### config.mk
export PLATFORM = sky130hd
export DESIGN_NAME = prot_select
export DESIGN_NICKNAME = d
export VERILOG_FILES = /design/src/prot_pkg.sv /design/src/persist_timer.sv /design/src/prot_select.sv
export VERILOG_INCLUDE_DIRS = /design/src
export SDC_FILE = /design/constraint.sdc
export NUM_CORES = 1
export LEC_CHECK = 0
export BUFFER_PORTS_ARGS = -buffer_cell sky130_fd_sc_hd__buf_2
export CELL_PAD_IN_SITES_DETAIL_PLACEMENT = 0
export CELL_PAD_IN_SITES_GLOBAL_PLACEMENT = 1
export CORE_UTILIZATION = 49
export DETAILED_ROUTE_END_ITERATION = 6
export GPL_ROUTABILITY_DRIVEN = 0
export PLACE_DENSITY_LB_ADDON = 0.12
export SYNTH_ARGS = -nofsm -noshare
export SYNTH_HDL_FRONTEND = slang
export SYNTH_SLANG_ARGS = --single-unit
### constraint.sdc
create_clock -name hclk -period 3.1 [get_ports hclk]
set_input_delay 0.31 -clock hclk [delete_from_list [all_inputs] [get_ports hclk]]
set_output_delay 0.31 -clock hclk [all_outputs]
set_load 0.01 [all_outputs]
### src/prot_defines.svh
/*
  constants of the drive protection selector: register offsets, field
  positions, reset values and timing figures.
  assumes a 20 MHz system clock and a 32-bit AHB-Lite register bus.
*/
`ifndef PROT_DEFINES_SVH
`define PROT_DEFINES_SVH

`define CLK_KHZ            20000
`define INLOSS_TIME_MS     1000
`define GND_CHECK_TIME_MS  20

`define OFS_CTRL           8'h00
`define OFS_VIS            8'h04
`define OFS_STATUS         8'h08
`define OFS_MASK           8'h0c
`define OFS_FAULT          8'h10
`define OFS_THERMAL        8'h14
`define OFS_CMD            8'h18

`define EN_OUTLOSS         0
`define EN_INLOSS          1
`define EN_GND             2
`define CTRL_RESET         3'h1
`define VIS_RESET          8'h00

`define TRIP_OUTLOSS       0
`define TRIP_INLOSS        1
`define TRIP_GND           2
`define TRIP_PE            3

`define FAULT_FIRST_LSB    4
`define FAULT_FIRST_V      8
`define FAULT_PE_PWRON     9
`define CMD_MRESET         0

`endif

### src/prot_pkg.sv
/*
  types of the drive protection selector.
  assumes prot_defines.svh is compiled alongside.
*/
package prot_pkg;

  typedef enum logic [1:0] {GND_IDLE, GND_CHECK, GND_RUN} gnd_state_type;

  typedef struct packed {
    logic run;
    logic start_cmd;
    logic dc_brake;
    logic freq_low;
    logic out_lost;
    logic in_lost;
    logic regen;
    logic light_load;
    logic gnd_fault;
    logic param_fault;
    logic thermal_tick;
    logic retry_req;
  } sense_type;

  typedef struct packed {
    logic [31:0] count;
    logic        done;
  } timer_state_type;

  typedef struct packed {
    gnd_state_type gst;
    logic [2:0]    en;
    logic [7:0]    vis;
    logic [3:0]    trip;
    logic [3:0]    status;
    logic [3:0]    mask;
    logic [3:0]    first;
    logic          first_v;
    logic          pe_pwron;
    logic          pwron;
    logic [31:0]   thermal;
    logic [31:0]   rdata;
    logic [7:0]    waddr;
    logic          wr;
    logic          start_d;
  } main_state_type;

endpackage

### src/persist_timer.sv
/*
  persistence timer: done rises once run has held for CYCLES edges.
  assumes run is synchronous to hclk; dropping run restarts the count.
*/
`timescale 1ns/1ns
module persist_timer #(
  parameter int CYCLES = 1
) (
  // clock and reset
  input  wire logic hclk,
  input  wire logic hresetn,
  // control
  input  wire logic run,
  output logic      done
);

  prot_pkg::timer_state_type state_reg;
  prot_pkg::timer_state_type state_next;

  always_comb
  begin
    state_next = state_reg;
    if (!run)
    begin
      state_next.count = 32'h0;
      state_next.done  = 1'b0;
    end
    else if (!state_reg.done)
    begin
      state_next.count = state_reg.count + 32'h1;
      state_next.done  = (state_reg.count >= 32'(CYCLES - 1));
    end
  end

  always_ff @(posedge hclk or negedge hresetn)
  begin
    if (!hresetn)
      state_reg <= '0;
    else
      state_reg <= state_next;
  end

  assign done = state_reg.done;

endmodule // persist_timer

### src/prot_select.sv
/*
  drive protection selector: output phase loss, input phase loss and
  start-time earth fault checks, latched trips, retry bookkeeping and an
  AHB-Lite register slave with a read-clear interrupt status.
  assumes sense inputs are synchronous to hclk and retry_req is a pulse.
*/
`timescale 1ns/1ns
`include "prot_defines.svh"

// Summary of operation
// RULE1: output phase loss trips while running above 1Hz
// RULE2: output loss enable 0 off, 1 on
// RULE3: input loss trips after 1s continuous loss
// RULE4: input loss enable only on three-phase variant
// RULE5: no input loss flag while regenerating
// RULE6: no input loss detect light load/stopped
// RULE7: earth check only right after start command
// RULE8: earth fault while running never trips
// RULE9: output held about 20ms during earth check
// RULE10: earth fault at start trips, stops output
// RULE11: earth check enable 0 off, 1 on
// RULE12: retry record keeps only first fault
// RULE13: retry keeps thermal data, power-on clears
// RULE14: no retry after power-on storage fault
// RULE15: enables writable only while visibility is 0
// RULE16: trips latch, inhibit output until reset
module prot_select #(
  parameter bit THREE_PHASE    = 1'b1,
  parameter int INLOSS_CYCLES  = `INLOSS_TIME_MS * `CLK_KHZ,
  parameter int GND_CYCLES     = `GND_CHECK_TIME_MS * `CLK_KHZ
) (
  // clock and reset
  input  wire logic                 hclk,
  input  wire logic                 hresetn,
  // ahb-lite slave
  input  wire logic                 hsel,
  input  wire logic [7:0]           haddr,
  input  wire logic [1:0]           htrans,
  input  wire logic                 hwrite,
  input  wire logic [2:0]           hsize,
  input  wire logic [31:0]          hwdata,
  input  wire logic                 hready,
  output logic                      hreadyout,
  output logic                      hresp,
  output logic [31:0]               hrdata,
  // power stage sensing
  input  wire prot_pkg::sense_type  sense,
  // drive control
  output logic                      drive_inhibit,
  output logic                      output_allow,
  output logic [3:0]                trip_code,
  output logic                      irq
);

  prot_pkg::main_state_type s_reg;
  prot_pkg::main_state_type s_next;

  logic       inl_run;
  logic       inl_done;
  logic       gnd_done;
  logic       outl_hit;
  logic       gnd_hit;
  logic       mreset;
  logic       retry_ok;
  logic       addr_ph;
  logic [3:0] trip_set;
  logic [3:0] trip_new;

  // input loss needs fluctuation: load, running, not regenerating
  assign inl_run = THREE_PHASE && s_reg.en[`EN_INLOSS] && sense.in_lost && sense.run //RULE4
                   && !sense.regen //RULE5
                   && !sense.light_load; //RULE6

  persist_timer #(
    .CYCLES (INLOSS_CYCLES)
  ) u_inloss (
    .hclk    (hclk),
    .hresetn (hresetn),
    .run     (inl_run),
    .done    (inl_done)
  );

  persist_timer #(
    .CYCLES (GND_CYCLES)
  ) u_gnd (
    .hclk    (hclk),
    .hresetn (hresetn),
    .run     (s_reg.gst == prot_pkg::GND_CHECK),
    .done    (gnd_done)
  );

  assign outl_hit = s_reg.en[`EN_OUTLOSS] && sense.run && sense.out_lost //RULE2
                    && !sense.dc_brake && !sense.freq_low; //RULE1
  assign gnd_hit  = (s_reg.gst == prot_pkg::GND_CHECK) && sense.gnd_fault; //RULE8
  assign mreset   = s_reg.wr && (s_reg.waddr == `OFS_CMD) && hwdata[`CMD_MRESET];
  assign retry_ok = sense.retry_req && (|s_reg.trip) && !s_reg.pe_pwron; //RULE14
  assign addr_ph  = hsel && hready && htrans[1];

  always_comb
  begin
    trip_set = 4'h0;
    trip_set[`TRIP_OUTLOSS] = outl_hit; //RULE1
    trip_set[`TRIP_INLOSS]  = inl_done; //RULE3
    trip_set[`TRIP_GND]     = gnd_hit; //RULE10
    trip_set[`TRIP_PE]      = sense.param_fault;
  end

  assign trip_new = trip_set & ~s_reg.trip;

  always_comb
  begin
    s_next = s_reg;
    s_next.start_d = sense.start_cmd;
    // trips hold until manual reset or accepted retry
    if (mreset || retry_ok)
      s_next.trip = trip_set; //RULE16
    else
      s_next.trip = s_reg.trip | trip_set; //RULE16
    // first fault since last manual reset is kept
    if (mreset)
    begin
      // a fault landing with the reset is kept, set wins
      s_next.first_v = |trip_set; //RULE12
      s_next.first   = trip_set; //RULE12
    end
    else if (!s_reg.first_v && (|trip_new))
    begin
      s_next.first_v = 1'b1; //RULE12
      s_next.first   = trip_new; //RULE12
    end
    // storage fault seen before the first start blocks retries
    if (sense.param_fault && s_reg.pwron)
      s_next.pe_pwron = 1'b1;
    else if (mreset)
      s_next.pe_pwron = 1'b0;
    // thermal accumulation survives retries, only power-on clears it
    if (sense.thermal_tick)
      s_next.thermal = s_reg.thermal + 32'h1; //RULE13
    // start sequencing with earth check window
    unique case (s_reg.gst)
      prot_pkg::GND_IDLE:
        if (sense.start_cmd && !s_reg.start_d && !(|s_reg.trip))
        begin
          s_next.pwron = 1'b0;
          if (s_reg.en[`EN_GND]) //RULE11
            s_next.gst = prot_pkg::GND_CHECK; //RULE7
          else
            s_next.gst = prot_pkg::GND_RUN;
        end
      prot_pkg::GND_CHECK:
        if (!sense.start_cmd || gnd_hit || (|s_reg.trip))
          s_next.gst = prot_pkg::GND_IDLE;
        else if (gnd_done)
          s_next.gst = prot_pkg::GND_RUN; //RULE9
      prot_pkg::GND_RUN:
        if (!sense.start_cmd || (|s_reg.trip))
          s_next.gst = prot_pkg::GND_IDLE;
    endcase
    // bus data phase writes
    s_next.wr = 1'b0;
    if (s_reg.wr)
    begin
      unique case (s_reg.waddr)
        `OFS_CTRL:
          if (s_reg.vis == 8'h00) //RULE15
          begin
            s_next.en = hwdata[2:0];
            s_next.en[`EN_INLOSS] = hwdata[`EN_INLOSS] & THREE_PHASE; //RULE4
          end
        `OFS_VIS:  s_next.vis  = hwdata[7:0];
        `OFS_MASK: s_next.mask = hwdata[3:0];
        default:   s_next.vis  = s_reg.vis;
      endcase
    end
    // status: new trips set, read clears, set wins
    s_next.status = s_reg.status | trip_new;
    if (addr_ph)
    begin
      s_next.wr    = hwrite;
      s_next.waddr = {haddr[7:2], 2'b00};
      s_next.rdata = 32'h0;
      if (!hwrite)
      begin
        unique case ({haddr[7:2], 2'b00})
          `OFS_CTRL:    s_next.rdata = {29'h0, s_reg.en};
          `OFS_VIS:     s_next.rdata = {24'h0, s_reg.vis};
          `OFS_STATUS:
          begin
            s_next.rdata  = {28'h0, s_reg.status};
            s_next.status = trip_new;
          end
          `OFS_MASK:    s_next.rdata = {28'h0, s_reg.mask};
          `OFS_FAULT:   s_next.rdata = {22'h0, s_reg.pe_pwron, s_reg.first_v, s_reg.first, s_reg.trip};
          `OFS_THERMAL: s_next.rdata = s_reg.thermal;
          default:      s_next.rdata = 32'h0;
        endcase
      end
    end
  end

  always_ff @(posedge hclk or negedge hresetn)
  begin
    if (!hresetn)
    begin
      s_reg         <= '0;
      s_reg.gst     <= prot_pkg::GND_IDLE;
      s_reg.en      <= `CTRL_RESET;
      s_reg.vis     <= `VIS_RESET;
      s_reg.pwron   <= 1'b1;
    end
    else
      s_reg <= s_next;
  end

  assign hreadyout     = 1'b1;
  assign hresp         = 1'b0;
  assign hrdata        = s_reg.rdata;
  assign drive_inhibit = |s_reg.trip; //RULE16
  assign output_allow  = (s_reg.gst == prot_pkg::GND_RUN) && !drive_inhibit; //RULE9
  assign trip_code     = s_reg.trip;
  assign irq           = |(s_reg.status & s_reg.mask);
endmodule // prot_select

## Word level (Yosys, flattened, before mapping)

Index checks and enable logic that the tools add are counted.
W data, S select, Z words.

- Word-level logic and storage cells: 113
- Register bits: 170
- Input bits: 62

- $add $sub $neg: 3
- Mux-type cells: 21
- Equality and inequality tests: 15
- Bitwise operators: 5
- Reductions and logical operators: 48
- Order comparisons: 2

Operators with widths:

| cell | number |
|---|---|
| $pmux W32 S6 | 1 |
| $mux W33 | 4 |
| $add A32 B1 Y32 const B | 3 |
| $ge A32 B19 Y1 const B | 1 |
| $ge A32 B25 Y1 const B | 1 |
| $mux W32 | 1 |
| $logic_and A1 B1 Y1 | 20 |
| $eq A6 B2 Y1 const B | 3 |
| $eq A6 B3 Y1 const B | 3 |
| $logic_not A8 Y1 | 2 |
| $mux W4 | 4 |
| $reduce_or A4 Y1 | 4 |
| $eq A6 B1 Y1 const B | 2 |
| $mux W2 | 5 |
| $mux W5 | 2 |
| $logic_not A1 Y1 | 9 |
| $and A4 B4 Y4 | 2 |
| $ne A2 B2 Y1 const B | 4 |
| $or A4 B4 Y4 | 2 |
| $logic_not A6 Y1 | 1 |
| $pmux W2 S3 | 1 |
| $reduce_and A2 Y1 | 3 |
| $reduce_and A3 Y1 | 2 |
| $logic_or A1 B1 Y1 | 4 |
| other kinds (7) | 10 |

## Longest topological paths before layout

- Word-level depth: 9
- Mapped depth: 7
- Gate-level depth less buffers: 6

## Modules after synthesis

From an unflattened synthesis, not the netlist that was laid out.

- Cell total of the unflattened synthesis: 816
- Area total of the unflattened synthesis: 8612.0 um^2

By module, submodules not included:

| module | area an instance (um^2) | cells an instance | times used | sequential area each (um^2) |
|---|---|---|---|---|
| prot_select | 4951.0 | 426 | 1 | 2605.0 |
| persist_timer at u_inloss | 1839.3 | 200 | 1 | 825.8 |
| persist_timer at u_gnd | 1821.7 | 190 | 1 | 825.8 |

## Least setup slack after synthesis

No wires, ideal clock.

- Path type: register -> register
- Start point: register u_inloss.state_reg[4] in the netlist's numbering
- End point: register u_inloss.state_reg[28] in the netlist's numbering
- Library setup time: 66 ps
- Buffers on the path: 2
- Cell stages (with the launch flop): 7
- Period minus slack after synthesis: 1894 ps
- Slack: 1206 ps
- Data required time: 3034 ps
- Arrival: 1828 ps
- Cell sequence: dfrtp_1 buf_2 nand4_2 or4_4 buf_6 or4b_1 nand2_1

- Longest elaborated chain between the ends: 3

RTL lines:

| what | line | text |
|---|---|---|
| start, declared | persist_timer.sv:17 | `prot_pkg::timer_state_type state_reg;` |
| start signal, assigned | persist_timer.sv:40 | `state_reg <= state_next;` |
| $add A32 B1 Y32 | persist_timer.sv:30 | `state_next.count = state_reg.count + 32'h1;` |
| $mux W33 | persist_timer.sv:28 | `else if (!state_reg.done)` |
| $mux W33 | persist_timer.sv:23 | `if (!run)` |

Every way passes these cells. The select of a mux whose other input is x is not followed.
A chain may end at the register's enable or synchronous reset.

## Worst setup path after layout

- Start point: register u_inloss.state_reg, in the netlist u_inloss.done
- End point: register u_inloss.state_reg[30] in the netlist's numbering

- Longest elaborated chain between the ends: 1

RTL lines:

| what |
|---|
| $ne A2 B2 Y1 (no source line) |

Every way passes these cells.

==> flow_summary.ini <==
[run_status]
status = completed

[grt]
first_global_vias = 6301
grt_pass1_wl_mm = 31.1
gr-total-overflow = 0
grt_use_total_pct = 21.9
antenna_found_initial = 0
grt_max_degree = 83

[finish]
area_growth_pct = 10.7
seq_area_mm2 = 0.00426
multi_input_area_mm2 = 0.00372
num_antenna_cells = 0
final_util_pct = 56.1
nets = 915
mostFrequentLayoutCells = dfrtp_1, buf_2, nand2_1
largest_reg_flops = 68
layout-drive-gt1-share_pct = 16.4
final_common_cell = dfrtp_1
num-fill-cells = 1465

[placed_design]
dpl.hpwl_mm = 12.5
pre_cts_ws_ns = 0.954
io_buffers = 70

[floorplan]
ios = 103
placementRows = 47
die_h_um = 133
floorplan.initialDensity_pct = 50.7
die_x_um = 133
die-area_mm2 = 0.0178
coreArea_mm2 = 0.0167

[routing]
wire_per_inst_um = 16.8
drc = 0
firstDrtPassIters = 4
via_per_inst = 5.89
num_vias = 6357
antenna_left = 0
drt-total-wl_mm = 18.1
dr.first_iter.drc_count = 344

[clock_network]
post_cts_buffers = 0
path_clk_slew_ns = 0.07
holdBufCountCts = 1
cts_resized = 0
clockRootBuffer = clkbuf_16
clk_latency_ns = 0.43
cts_buffers = 17
numClockSinks = 170
htree_levels = 4
cts_tree = done
clk_path_buf_depth = 2

[worst_setup_path]
crit_family = simple AND/OR/NAND/NOR gates
worst-path-max-fanout = 14
cpPeakStageDelay_ns = 0.58
end_kind = flop
critPathSlowestCell = or4_4
cp.arrival_ns = 2.54
startpoint_type = flop
cp.required_ns = 3.45
path_class = reg -> reg
cp_num_buf_inv = 0
cp_cell_sequence = nand4b_1 > or4_4 > or4_1 > a21oi_1

[power]
vdd_drop_max_v = 0.000542
p_per_area_mw_per_mm2 = 532
power_leakage_nw = 4.06

[timing]
grt_setup_unrepaired = false
final_max_slew_viol_count = 0
finalCritPeriodShare_pct = 70.6
period_minus_slack_ns = 2.19
worstMarginPinSlew_ns = 0.938
finClkSkew_ns = 0.00942
finalSetupTns_ns = 0
setup_viol = 0
max-slew-margin-rel_pct = 37.0
fin_ws_ns = 0.912
fmax_mhz = 457
hold_viol_final = 0

[synth]
synth_seq_cells = 170
syn_inst = 820
yosysUniqueCellTypes = 61
seq_area_frac_synth_pct = 50.3
ys.flop_type = dfrtp_1
avgSynthCellArea_um2 = 10.3
synth_nets = 888
synth_edf_count = 0
synthArstFlopShare_pct = 100
netlist_area_mm2 = 0.00846
ys_warn_count = 0

[run]
cap_violations = 0

[hold_path]
hp-class = in -> reg
[per-layer routing]
metal,vias to the layer above,GRT usage (%),share of wire [%]
li1,3031,-,-
met1,3170,31.0,48
met2,129,33.4,47
met3,27,3.84,3.4
met4,0,8.46,1.9
met5,-,0,0
[final timing paths]
path	start	to	slack, ns	cells past startpoint
worst min-delay path	sense[10]	s_reg[0]	0.02	1
worst min register to register	s_reg[74]	s_reg[74]	0.47	1
worst max-delay path	u_inloss.done	u_inloss.state_reg[30]	0.91	4
worst max register to register	u_inloss.done	u_inloss.state_reg[30]	0.91	4
min in group asynchronous	hresetn	hrdata[18]	0.49	2
max in group asynchronous	hresetn	s_reg[74]	1.74	3
[per-stage QoR]
stage | cells | cell area (um^2) | power [mW] | hold slack (ns)
3_3_place_gp | 1047 | 8740 | 2.79 | 0.400
3_5_place_dp | 1047 | 8740 | 2.81 | 0.410
5_1_grt | 1080 | 9370 | 5.19 | 0.0203
4_1_cts | 1080 | 9370 | 5.04 | 0.00403
6_report | 1080 | 9370 | 4.98 | 0.0223
2_1_floorplan | 820 | 8460 | 2.65 | 0.0144
[power by group]
part,switching [mW],internal (mW)
Clock,0.900,1.32
Combinational,0.173,0.161
Sequential,0.114,2.32
[cell usage after synthesis (6+ instances only)]
cell      count  area [um^2]
mux2_2       21          236
nand4_1      31          194
o31ai_1      16          120
inv_1        18         67.6
clkbuf_1     21         78.8
buf_2         7         35.0
o21ai_0      32          160
mux2i_1       9         90.1
xnor2_1      34          298
or4_1        18          135
nand2_1      68          255
and4_1       11         96.3
a21o_1        6         45.0
a31oi_1       6         37.5
nor4_1       14         87.6
and2_1       11         68.8
ha_1          6         75.1
a22oi_1       8         60.1
nor3_1       10         50.1
xor2_1       18          158
nand2b_1      6         37.5
or3_1        20          125
a22o_1       27          236
nor2b_1       7         43.8
buf_4        38          285
a21oi_1      34          170
and3_1       15         93.8
dfrtp_1     168         4200
nor2_1       42          158
nand3_1      40          200
[worst reg2reg max path: cells and delay by family, from the launching register on]
kind | cells | cell delay [ns]
AND/OR/NAND/NOR | 3 | 1.41
flip-flops | 1 | 0.55
AO/OA/AOI/OAI | 1 | 0.16
[cell type report]
class | count | area share [%]
timing repair buffer | 78 | 4.61
clock buffer | 19 | 4.84
inverter | 18 | 0.721
multi-input combinational | 562 | 39.7
clock inverter | 13 | 1.78
tap | 220 | 2.94
sequential | 170 | 45.4
[kinds of logic after synthesis]
kind of cell | count (synthesis) | share of synthesized area (%)
AOI/OAI and AO/OA | 155 | 12.4
xor gates and xnor gates | 52 | 5.38
adders and majority gates | 6 | 0.887
buffers and inverters | 88 | 5.78
DFF | 170 | 50.3
muxes | 33 | 4.66
other | 2 | 0.0887
and+or+nand+nor | 314 | 20.5
Power figures use the tool's default switching activity.
